## config.mk

```make
export PLATFORM = sky130hd
export DESIGN_NAME = board_status_mode_registers
export DESIGN_NICKNAME = d
export VERILOG_FILES = /design/src/board_status_mode_pkg.sv /design/src/board_status_mode_registers.sv /design/src/input_sync.sv
export VERILOG_INCLUDE_DIRS = /design/src
export SDC_FILE = /design/constraint.sdc
export NUM_CORES = 1
export LEC_CHECK = 0
export ABC_CLOCK_PERIOD_IN_PS = 3610
export BUFFER_PORTS_ARGS = -buffer_cell sky130_fd_sc_hd__clkbuf_2
export CAP_MARGIN = 20
export CORE_MARGIN = 4
export CORE_UTILIZATION = 46
export DETAILED_ROUTE_END_ITERATION = 7
export PLACE_DENSITY = 0.74
export SETUP_SLACK_MARGIN = 0.4
export SYNTH_ARGS = -nofsm -noshare
export SYNTH_HDL_FRONTEND = slang
export SYNTH_SLANG_ARGS = --single-unit
```

## constraint.sdc

```tcl
create_clock -name clock -period 3.61 [get_ports clock]
set_input_delay 0.9025 -clock clock [delete_from_list [all_inputs] [get_ports clock]]
set_output_delay 0.9025 -clock clock [all_outputs]
set_load 0.1 [all_outputs]
```

## src/board_status_mode_map.svh

```systemverilog
// Address map, field positions, command codes and reset values of the board
// status and command register bank.
// Assumes inclusion by bare name from the package and the register bank.
`ifndef BOARD_STATUS_MODE_MAP_SVH
`define BOARD_STATUS_MODE_MAP_SVH

// ****************************************************************
// Byte addresses on the local bus
// ****************************************************************
`define ADDR_IRQ_VECTOR     32'hFE300000
`define ADDR_STATUS         32'hFE380002
`define ADDR_ID_FIRST_CMD   32'hFE380003
`define ADDR_SECOND_CMD     32'hFE384003
`define ADDR_PULSE_CTRL     32'hFE388003

// ****************************************************************
// Status bit positions
// ****************************************************************
`define ST_PARITY           0
`define ST_ABORT            1
`define ST_SYSFAIL          2
`define ST_ACFAIL           3
`define ST_BLT              4
`define ST_RUNNING          5
`define ST_DUAL             6
`define ST_OWNER            7

// ****************************************************************
// Command code fields and values (low nibble of written byte)
// ****************************************************************
`define CMD_FUNC_BIT        2
`define CMD_OFF_BIT         3
`define CMD_HIGH_ZERO       4'h0
`define M1_FAIL_ON          4'h4
`define M1_FAIL_OFF         4'hC
`define M1_PROT_OFF         4'h5
`define M1_PROT_ON          4'hD
`define M1_PAR_OFF          4'h6
`define M1_PAR_ON           4'hE
`define M1_IRQ_RESET        4'h7
`define M1_IRQ_FIRE         4'hF
`define M2_WD_OFF           4'h4
`define M2_WD_ON            4'hC
`define M2_DSNOOP_OFF       4'h5
`define M2_DSNOOP_ON        4'hD
`define M2_BSNOOP_OFF       4'h6
`define M2_BSNOOP_ON        4'hE
`define M2_SLAVE_OFF        4'h7
`define M2_SLAVE_ON         4'hF

// ****************************************************************
// Reset values
// ****************************************************************
`define LED_RESET           4'hF
`define VECTOR_RESET        8'h0F

`endif

```

## src/board_status_mode_pkg.sv

```systemverilog
// Types shared by the board status and command register bank.
// Assumes the map header is on the include path.
package board_status_mode_pkg;

    `include "board_status_mode_map.svh"

    // Local bus request, one cycle wide
    typedef struct packed {
        logic        valid;
        logic        write;
        logic        word;
        logic [31:0] addr;
        logic [7:0]  wdata;
    } bus_req_type;

    // Board condition pins, active high meaning
    typedef struct packed {
        logic parity_error;
        logic abort_req;
        logic sysfail_seen;
        logic acfail_seen;
        logic blt_error;
        logic other_cpu_halted;
        logic dual_cpu;
    } status_pins_type;

    // Functions held by the first command register
    typedef struct packed {
        logic sysfail_drive;
        logic slave_protect;
        logic parity_report;
    } first_cmd_type;

    // Functions held by the second command register
    typedef struct packed {
        logic watchdog_run;
        logic daughter_snoop;
        logic backplane_snoop;
        logic slave_access;
    } second_cmd_type;

endpackage : board_status_mode_pkg

```

## src/board_status_mode_registers.sv

```systemverilog
// Board status flags, ID switch readback, two data-decoded command registers,
// a pulse control address and the backplane interrupt vector register.
// Assumes a local bus that presents one-cycle requests on the board clock and
// an arbiter that tells which processor owns the current access.
`timescale 1ns/1ps
`default_nettype none
`include "board_status_mode_map.svh"

module board_status_mode_registers
    import board_status_mode_pkg::*;
(
    // Clock and reset
    input  wire logic            clock,
    input  wire logic            rst_n,
    // Local bus
    input  wire bus_req_type     bus_in,
    input  wire logic            bus_cpu_y,
    output var  logic            bus_ack,
    output var  logic            bus_unmapped,
    output var  logic [15:0]     bus_rdata,
    // Board condition pins
    input  wire status_pins_type status_pins,
    input  wire logic [7:0]      id_switch_open,
    // Controlled functions
    output var  logic [7:0]      user_led_on,
    output var  first_cmd_type   first_cmd,
    output var  second_cmd_type  second_cmd,
    output var  logic            irq_reset_pulse,
    output var  logic            irq_fire_pulse,
    output var  logic            ctrl_pulse,
    output var  logic [7:0]      irq_vector
);

    // ****************************************************************
    // Input synchronisers
    // ****************************************************************
    localparam int ST_W = $bits(status_pins_type);

    logic [ST_W-1:0] st_sync;
    logic [7:0]      id_sync;
    status_pins_type st_s;

    input_sync #(.WIDTH(ST_W)) u_status_sync (
        .clock (clock),
        .rst_n (rst_n),
        .d     (status_pins),
        .q     (st_sync)
    );

    input_sync #(.WIDTH(8)) u_id_sync (
        .clock (clock),
        .rst_n (rst_n),
        .d     (id_switch_open),
        .q     (id_sync)
    );

    assign st_s = status_pins_type'(st_sync);

    // ****************************************************************
    // Address and data decode
    // ****************************************************************
    logic       rd_req;
    logic       wr_byte;
    logic       hit_status;
    logic       hit_id_cmd;
    logic       hit_second;
    logic       hit_vector;
    logic       hit_pulse;
    logic       code_ok;
    logic [3:0] code;
    logic       wr_first;
    logic       wr_second;
    logic       mapped;

    // Only byte writes reach the write-only registers; word writes are ignored
    assign rd_req     = bus_in.valid && !bus_in.write;
    assign wr_byte    = bus_in.valid && bus_in.write && !bus_in.word;
    assign hit_status = bus_in.addr == `ADDR_STATUS;
    assign hit_id_cmd = bus_in.addr == `ADDR_ID_FIRST_CMD;
    assign hit_second = bus_in.addr == `ADDR_SECOND_CMD;
    assign hit_vector = bus_in.addr == `ADDR_IRQ_VECTOR;
    assign hit_pulse  = bus_in.addr == `ADDR_PULSE_CTRL;
    // Values above 0F name no function and are dropped
    assign code       = bus_in.wdata[3:0];
    assign code_ok    = bus_in.wdata[7:4] == `CMD_HIGH_ZERO;
    assign wr_first   = wr_byte && hit_id_cmd && code_ok;
    assign wr_second  = wr_byte && hit_second && code_ok;
    assign mapped     = rd_req ? ((hit_status) || (hit_id_cmd && !bus_in.word))
                               : (wr_byte && (hit_id_cmd || hit_second
                                              || hit_vector || hit_pulse));

    // ****************************************************************
    // Status byte assembly
    // ****************************************************************
    logic [7:0] status_byte;

    // Halt, configuration and owner bits read zero on single-processor boards
    always_comb begin
        status_byte               = 8'h00;
        status_byte[`ST_PARITY]   = st_s.parity_error;
        status_byte[`ST_ABORT]    = !st_s.abort_req;
        status_byte[`ST_SYSFAIL]  = !st_s.sysfail_seen;
        status_byte[`ST_ACFAIL]   = !st_s.acfail_seen;
        status_byte[`ST_BLT]      = !st_s.blt_error;
        status_byte[`ST_RUNNING]  = st_s.dual_cpu && !st_s.other_cpu_halted;
        status_byte[`ST_DUAL]     = st_s.dual_cpu;
        // Owner comes straight from the arbiter, so it mirrors the reader
        status_byte[`ST_OWNER]    = st_s.dual_cpu && bus_cpu_y;
    end

    // ****************************************************************
    // Bus answer
    // ****************************************************************
    // Every request is answered one cycle later, mapped or not
    always_ff @(posedge clock) begin
        if (!rst_n) begin
            bus_ack      <= 1'b0;
            bus_unmapped <= 1'b0;
        end else begin
            bus_ack      <= bus_in.valid;
            bus_unmapped <= bus_in.valid && !mapped;
        end
    end

    // Read data: byte reads in the low lane, word read packs flags over switches
    always_ff @(posedge clock) begin
        if (!rst_n) begin
            bus_rdata <= 16'h0000;
        end else if (rd_req && hit_status && bus_in.word) begin
            bus_rdata <= {status_byte, id_sync};
        end else if (rd_req && hit_status) begin
            bus_rdata <= {8'h00, status_byte};
        end else if (rd_req && hit_id_cmd && !bus_in.word) begin
            bus_rdata <= {8'h00, id_sync};
        end else begin
            bus_rdata <= 16'h0000;
        end
    end

    // ****************************************************************
    // User LEDs
    // ****************************************************************
    // Codes 0-3 light an LED, 8-B darken it; the function codes pass by
    always_ff @(posedge clock) begin
        if (!rst_n) begin
            user_led_on <= {`LED_RESET, `LED_RESET};
        end else begin
            if (wr_first && !code[`CMD_FUNC_BIT]) begin
                user_led_on[code[1:0]] <= !code[`CMD_OFF_BIT];
            end
            if (wr_second && !code[`CMD_FUNC_BIT]) begin
                user_led_on[{1'b1, code[1:0]}] <= !code[`CMD_OFF_BIT];
            end
        end
    end

    // ****************************************************************
    // First command register functions
    // ****************************************************************
    always_ff @(posedge clock) begin
        if (!rst_n) begin
            first_cmd.sysfail_drive <= 1'b1;
            first_cmd.slave_protect <= 1'b0;
            first_cmd.parity_report <= 1'b0;
        end else if (wr_first) begin
            case (code)
                `M1_FAIL_ON:  first_cmd.sysfail_drive <= 1'b1;
                `M1_FAIL_OFF: first_cmd.sysfail_drive <= 1'b0;
                `M1_PROT_OFF: first_cmd.slave_protect <= 1'b0;
                `M1_PROT_ON:  first_cmd.slave_protect <= 1'b1;
                `M1_PAR_OFF:  first_cmd.parity_report <= 1'b0;
                `M1_PAR_ON:   first_cmd.parity_report <= 1'b1;
                default: begin
                end
            endcase
        end
    end

    // Interrupter strobes last one cycle; the interrupter keeps its own state
    always_ff @(posedge clock) begin
        if (!rst_n) begin
            irq_reset_pulse <= 1'b0;
            irq_fire_pulse  <= 1'b0;
        end else begin
            irq_reset_pulse <= wr_first && code == `M1_IRQ_RESET;
            irq_fire_pulse  <= wr_first && code == `M1_IRQ_FIRE;
        end
    end

    // ****************************************************************
    // Second command register functions
    // ****************************************************************
    // Watchdog enable uses 0C: the printed 00 would clash with LED 4
    always_ff @(posedge clock) begin
        if (!rst_n) begin
            second_cmd <= '0;
        end else if (wr_second) begin
            case (code)
                `M2_WD_OFF:     second_cmd.watchdog_run    <= 1'b0;
                `M2_WD_ON:      second_cmd.watchdog_run    <= 1'b1;
                `M2_DSNOOP_OFF: second_cmd.daughter_snoop  <= 1'b0;
                `M2_DSNOOP_ON:  second_cmd.daughter_snoop  <= 1'b1;
                `M2_BSNOOP_OFF: second_cmd.backplane_snoop <= 1'b0;
                `M2_BSNOOP_ON:  second_cmd.backplane_snoop <= 1'b1;
                `M2_SLAVE_OFF:  second_cmd.slave_access    <= 1'b0;
                `M2_SLAVE_ON:   second_cmd.slave_access    <= 1'b1;
                default: begin
                end
            endcase
        end
    end

    // ****************************************************************
    // Pulse control address and interrupt vector
    // ****************************************************************
    // Any byte written to the pulse address strobes, whatever its value
    always_ff @(posedge clock) begin
        if (!rst_n) begin
            ctrl_pulse <= 1'b0;
        end else begin
            ctrl_pulse <= wr_byte && hit_pulse;
        end
    end

    // Vector held for the interrupt acknowledge cycle of the processor
    always_ff @(posedge clock) begin
        if (!rst_n) begin
            irq_vector <= `VECTOR_RESET;
        end else if (wr_byte && hit_vector) begin
            irq_vector <= bus_in.wdata;
        end
    end
endmodule : board_status_mode_registers

`default_nettype wire

```

## src/input_sync.sv

```systemverilog
// Two-stage synchroniser for a group of asynchronous level inputs.
// Assumes inputs are levels that change slowly against the clock.
`timescale 1ns/1ps
`default_nettype none

module input_sync #(
    parameter int WIDTH = 8
) (
    // Clock and reset
    input  wire logic             clock,
    input  wire logic             rst_n,
    // Levels
    input  wire logic [WIDTH-1:0] d,
    output var  logic [WIDTH-1:0] q
);

    logic [WIDTH-1:0] meta_r;

    // First stage feeds only the second stage
    always_ff @(posedge clock) begin
        if (!rst_n) begin
            meta_r <= '0;
            q      <= '0;
        end else begin
            meta_r <= d;
            q      <= meta_r;
        end
    end

endmodule : input_sync

`default_nettype wire

```

== Word level (Yosys, flattened, before mapping) ==
Index checks and enable logic that the tools add are counted.

* Flip-flop bits (word level): 74
* Memory bits (read-only): 0
* Logic and storage cells: 104
* Output and inout port bits: 44
* Bits in latches: 0
* RAM bits: 0
* Input port bits: 61
* Memories kept: 0

* Eq/ne operators: 13
* Order comparisons: 4
* Add/subtract/negate cells: 0
* Bitwise logic cells: 0
* Div/mod/pow operators: 0
* $mul: 0
* Multiplexer cells: 18
* Shift operators: 0
* Reduce and logical (&&, ||, !) cells: 50

{| class="wikitable"
|+ Operators by type and width
! kind !! count
|-
| == test 32 bit (second input constant) || 5
|-
| 2-to-1 mux 8 bit || 5
|-
| logical AND 1 bit || 24
|-
| bitwise mux 8 bit || 2
|-
| == test 4 x 3 -> 1 bit (second input constant) || 4
|-
| == test 4 bit (second input constant) || 4
|-
| 2-to-1 mux 16 bit || 1
|-
| AND reduction 2 bit || 7
|-
| zero test 1 bit || 10
|-
| one-hot mux 1 bit (2 select lines) || 5
|-
| nonzero test 2 bit || 4
|-
| demux 1 bit (select 2 bit) || 2
|-
| zero test 4 bit || 1
|-
| logical OR 1 bit || 4
|-
| < comparator 2 x 4 -> 1 bit (second input constant) || 1
|-
| < comparator 3 x 4 -> 1 bit (second input constant) || 1
|-
| greater-or-equal comparator 3 x 1 -> 1 bit (second input constant) || 1
|-
| 2-to-1 mux 1 bit || 3
|-
| greater-or-equal comparator 2 x 1 -> 1 bit (second input constant) || 1
|}

== Longest topological paths before layout ==
* Word-level depth: 9
* Gate-level depth with buffers: 8
* Depth with buffers taken out: 5

== Modules after synthesis ==
From an unflattened synthesis, not the netlist that was laid out.

* Cell total of the unflattened synthesis: 288
* Area total of the unflattened synthesis: 2835.2 µm²

{| class="wikitable"
|+ By module, submodules not included
! module !! area each (µm²) !! instances !! seq. area each (µm²) !! cells an instance
|-
| board_status_mode_registers || 1996.9 || 1 || 880.8 || 226
|-
| input_sync (u_id_sync) || 446.7 || 1 || 320.3 || 33
|-
| input_sync (u_status_sync) || 391.6 || 1 || 280.3 || 29
|}

== Worst setup path before layout ==
Ideal clock, no wire load.

* Path type: in2reg
* From: input bus_in[11] (netlist name)
* To: register user_led_on[3]
* Data required time: 3.489 ns
* Data arrival time: 3.069 ns
* Library setup time: 0.121 ns
* Setup slack: 0.421 ns
* Cell stages on the path: 6
* Buffers on the path: 1
* Cell sequence: or4_4 -> or4_4 -> or3_1 -> buf_2 -> nor4b_1 -> mux2_2

* Cells in the longest elaborated chain, start to end: 8
* Elaborated cells on any way between the ends: 12
* Those cells by class: eq/ne: 2; mux: 4; reduce/logical: 6

{| class="wikitable"
|+ RTL lines
! element !! RTL line !! RTL
|-
| start: declaration || board_status_mode_registers.sv:16 || <nowiki>input wire bus_req_type bus_in,</nowiki>
|-
| == test 32 bit (no line) || n/a ||
|-
| logical AND 1 bit (2 in a row) || board_status_mode_registers.sv:86 || <nowiki>assign wr_first = wr_byte && hit_id_cmd && code_ok;</nowiki>
|-
| logical AND 1 bit || board_status_mode_registers.sv:148 || <nowiki>if (wr_first && !code[`CMD_FUNC_BIT]) begin</nowiki>
|-
| 2-to-1 mux 8 bit || board_status_mode_registers.sv:148 ||
|-
| 2-to-1 mux 8 bit || board_status_mode_registers.sv:145 || <nowiki>if (!rst_n) begin</nowiki>
|-
| bitwise mux 8 bit || board_status_mode_registers.sv:152 || <nowiki>user_led_on[{1'b1, code[1:0]}] <= !code[`CMD_OFF_BIT];</nowiki>
|-
| 2-to-1 mux 8 bit (*) || board_status_mode_registers.sv:151 || <nowiki>if (wr_second && !code[`CMD_FUNC_BIT]) begin</nowiki>
|-
| end signal: assignment || board_status_mode_registers.sv:146 || <nowiki>user_led_on <= {`LED_RESET, `LED_RESET};</nowiki>
|-
| end signal: indexed assignment || board_status_mode_registers.sv:149 || <nowiki>user_led_on[code[1:0]] <= !code[`CMD_OFF_BIT];</nowiki>
|-
| end signal: indexed assignment || board_status_mode_registers.sv:152 ||
|-
| end: declaration || board_status_mode_registers.sv:25 || <nowiki>output var logic [7:0] user_led_on,</nowiki>
|}

Mark *: on every way between the ends. The rest lies on a longest branch, timed or not. The select of a mux whose other input is x is not followed.
A chain may end at the register's enable or synchronous reset.

== Worst setup path after layout ==
* From: input bus_in[11] (netlist name)
* To: register user_led_on[7]

Same word-level chain as after synthesis.

==> impl_results.md <==
* Status: finished, final reports clean
* Placed insts at 441
* Largest net degree at the start of global routing at 43
* Leak Pwr at 1.52 nW
* Syn avg cell area at 9.77 sq um
* CTS tree: built
* Hold slack at 0.413 ns
* Switching share of total power at 23.2%
* NetSw at 0.000366 W
* CP cell instances: clkbuf_2 > or4_4 > or4_4 > or4_1 > or4_1 > nand3_1
* Post-Synthesis Cells at 273
* Gr busiest metal: met2
* Period minus WS final at 3.10 ns
* Fin util at 62.0%
* Synth warn at 0
* Post-synthesis cell type count at 35
* Worst vdd ir at 0.000229 V
* Clock Latency Late Sink at 0.34 ns
* Pwr dens at 457 nW/um^2
* Die Area at 7080 sq um
* Worst path slowest cell: or4_1
* Buf/Inv on CP at 1
* Actual slew at the worst max-slew pin at 0.554 ns
* I/O Buffers at 104
* GRT Overall Usage at 18.8%
* 1st-iter DRT viols at 148
* Reg2reg setup slack at 2.61 ns
* Total CTS buffers at 9
* FP Rows at 27
* Final WL at 6.38 mm
* Final net count at 441
* Mapped Nets at 334
* Vias/cell at 5.14
* Vias in the first global route at 2288
* Hold Crit Class: reg2reg
* Initial Util at 47.8%
* Avg WL per Cell at 14.0 microns
* Crit path kind: in2reg
* Die Height at 84.1 microns
* Post-Layout Cell Count at 457
* Cts hold-fix bufs at 0
* Core box area at 5570 sq um
* Critical Path Fanout Max at 11
* Reg power frac at 53.1%
* Pre-Repair DR Iteration Count at 4
* Via count at 2350
* Final period util at 85.9%
* Worst-path clk slew at 0.08 ns
* Share of cells above drive strength 1 at 34.0%
* H-tree levels at 3
* RD Place Congestion at 0.870
* Antenna diode count at 0
* Maxcap violations at 0
* Layout overhead on the synthesized area at 29.6%
* Met2 usage at 27.3%
* Critical path startpoint category: input port
* P_int at 0.00121 W
* Worst Setup End Kind: flop
* Mapped Area at 2670 sq um
* M1 GR Usage at 25.4%
* Final Skew at 0.00418 ns
* Die Wd at 84.1 microns
* Crit path max-delay family: simple AND/OR/NAND/NOR gates
* Hold Vio Cnt, Final at 0
* # setup viols final at 0
* Setup TNS at 0 ns
* First-pass GRT wire length at 10.6 mm
* Critical Path RT at 3.90 ns
* Final ANT Viol Nets at 0
* Congestion Overflow GR at 0
* Pre-CTS setup slack at 0.163 ns
* Post-synthesis register bit count at 74
* Post-cts gate resize count at 0
* Post-CTS Setup Repair Bufs at 0
* Fmax at 322 MHz
* RSZ-0062 raised after global routing: no
* Top-Level Pins at 105
* # DRC at 0
* Final setup margin at 0.508 ns
* CP Data Arrival Time at 3.39 ns
* Detail Placement HPWL at 4.84 mm
* CP peak stage delay at 0.71 ns
* Root Buffer: clkbuf_8
* Slew HR at 63.2%
* Met3 usage at 5.99%
* Antenna violations before repair at 0
* # clock sinks at 74
* Logic pwr share at 6.1%
* Sequential fraction of the synthesis area at 55.6%
* Slew Limit Fails at 0
* CTS max path bufs at 2
* Clk pwr share at 40.9%
-- layout by cell type, fill, tap and decap left out, types with 2 or more instances in the layout --
master    synthesis  final
nand2_1          23     23
o31ai_1           4      4
nand4_1           5      5
o21ai_0           9      9
nor4_1            5      5
nor3b_1           4      4
clkinv_2          0      2
or4_4             2      2
dfxtp_1          74     74
nand3_1           3      3
nand3b_1          2      2
clkbuf_2          0    104
a22oi_1           5      5
buf_4             0      4
o311ai_0          9      9
or2_2             4      4
and2_1           31     31
or3_1             2      2
inv_1             5      5
clkbuf_8          0     10
or4_1             7      7
o41ai_1           6      6
mux2i_1           8      8
nand2b_1          3      3
a21oi_1           5      5
nor2b_1           4      4
nor3_1            5      5
nor2_1           25     25
o211ai_1          5      5
-- metal layers --
| metal | vias to the layer above | wire [microns] |
|---|---|---|
| met2 | 114 | 2740 |
| met1 | 1036 | 2960 |
| met3 | 10 | 544 |
| met4 | 0 | 134 |
| met5 | - | 0 |
| li1 | 1190 | - |
-- registers in the layout, indices dropped and copies added, names as in the netlist --
signal / cells
irq_vector: 8
irq_reset_pulse: 1
u_status_sync.meta_r: 7
u_id_sync.q: 8
first_cmd: 3
u_status_sync.q: 7
ctrl_pulse: 1
bus_rdata: 16
user_led_on: 8
u_id_sync.meta_r: 8
bus_ack: 1
bus_unmapped: 1
irq_fire_pulse: 1
second_cmd: 4
-- kinds of logic (layout without fill, tap and decap cells) --
| kind of cell | after synthesis | in the layout | synth area share, % |
|---|---|---|---|
| muxes | 9 | 9 | 3.43 |
| DFF | 74 | 74 | 55.6 |
| buffers and inverters | 18 | 130 | 2.91 |
| and+or+nand+nor | 127 | 127 | 26.1 |
| AOI/OAI and AO/OA | 45 | 45 | 12.0 |
-- worst paths after layout --
| check | start | endpoint | depth (start not counted) |
|---|---|---|---|
| setup / recovery | bus_in[11] | user_led_on[7]$_SDFFE_PN1P_ | 6 |
| hold / removal | u_status_sync.q[5]$_SDFF_PN0_ | bus_rdata[9]$_SDFF_PN0_ | 1 |
| setup reg to reg | u_status_sync.q[0]$_SDFF_PN0_ | bus_rdata[5]$_SDFF_PN0_ | 5 |
| hold reg to reg | u_status_sync.q[5]$_SDFF_PN0_ | bus_rdata[9]$_SDFF_PN0_ | 1 |
-- power groups by stage --
| stage | combinational [W] | clock [W] | sequential (W) |
|---|---|---|---|
| finish | 0.0000960 | 0.000646 | 0.000838 |
| CTS | 0.0000964 | 0.000656 | 0.000838 |
| detailed placement | 0.0000959 | 0 | 0.000858 |
| global route | 0.000108 | 0.000697 | 0.000840 |
| global placement | 0.0000938 | 0 | 0.000857 |
| floorplan | 0.0000402 | 0 | 0.000864 |
-- area by class of cell --
type / count / area (sq um)
clock inverter: 6 / 65.1
tap: 72 / 90.1
clock buffer: 10 / 138
inverter: 6 / 22.5
fill: 500 / 2120
multi-input combinational: 181 / 1110
timing repair buffer: 108 / 551
sequential: 74 / 1480
-- cell usage after synthesis --
cell	number	area share (%)
nand2_1	23	3.2
nor2b_1	4	0.94
o31ai_1	4	1.1
mux2i_1	8	3.0
buf_6	1	0.42
a22oi_1	5	1.4
nand4_1	5	1.2
mux2_2	1	0.42
clkbuf_1	8	1.1
o211ai_1	5	1.4
buf_2	2	0.38
nand3_1	3	0.56
or4_4	2	0.84
nor4_1	5	1.2
a211oi_1	1	0.28
nand3b_1	2	0.56
or3_1	2	0.47
a31oi_1	1	0.23
nor4b_1	1	0.33
nand2b_1	3	0.70
nor3b_1	4	1.1
buf_1	1	0.14
o41ai_1	6	2.0
o21ai_0	9	1.7
nand4b_1	1	0.33
or4_1	7	2.0
nor3_1	5	0.94
or2_2	4	0.94
inv_1	5	0.70
o311ai_0	9	3.0
dfxtp_1	74	56
clkinv_1	1	0.14
and2_1	31	7.3
nor2_1	25	3.5
a21oi_1	5	0.94
-- metrics by stage --
step	power (W)	area [sq um]
final	0.00158	3450
after global routing	0.00164	3450
after CTS	0.00159	3450
after detailed placement	0.000954	3250
after global placement	0.000951	3250
after floorplan	0.000904	2670
Power figures use the tool's default switching activity.
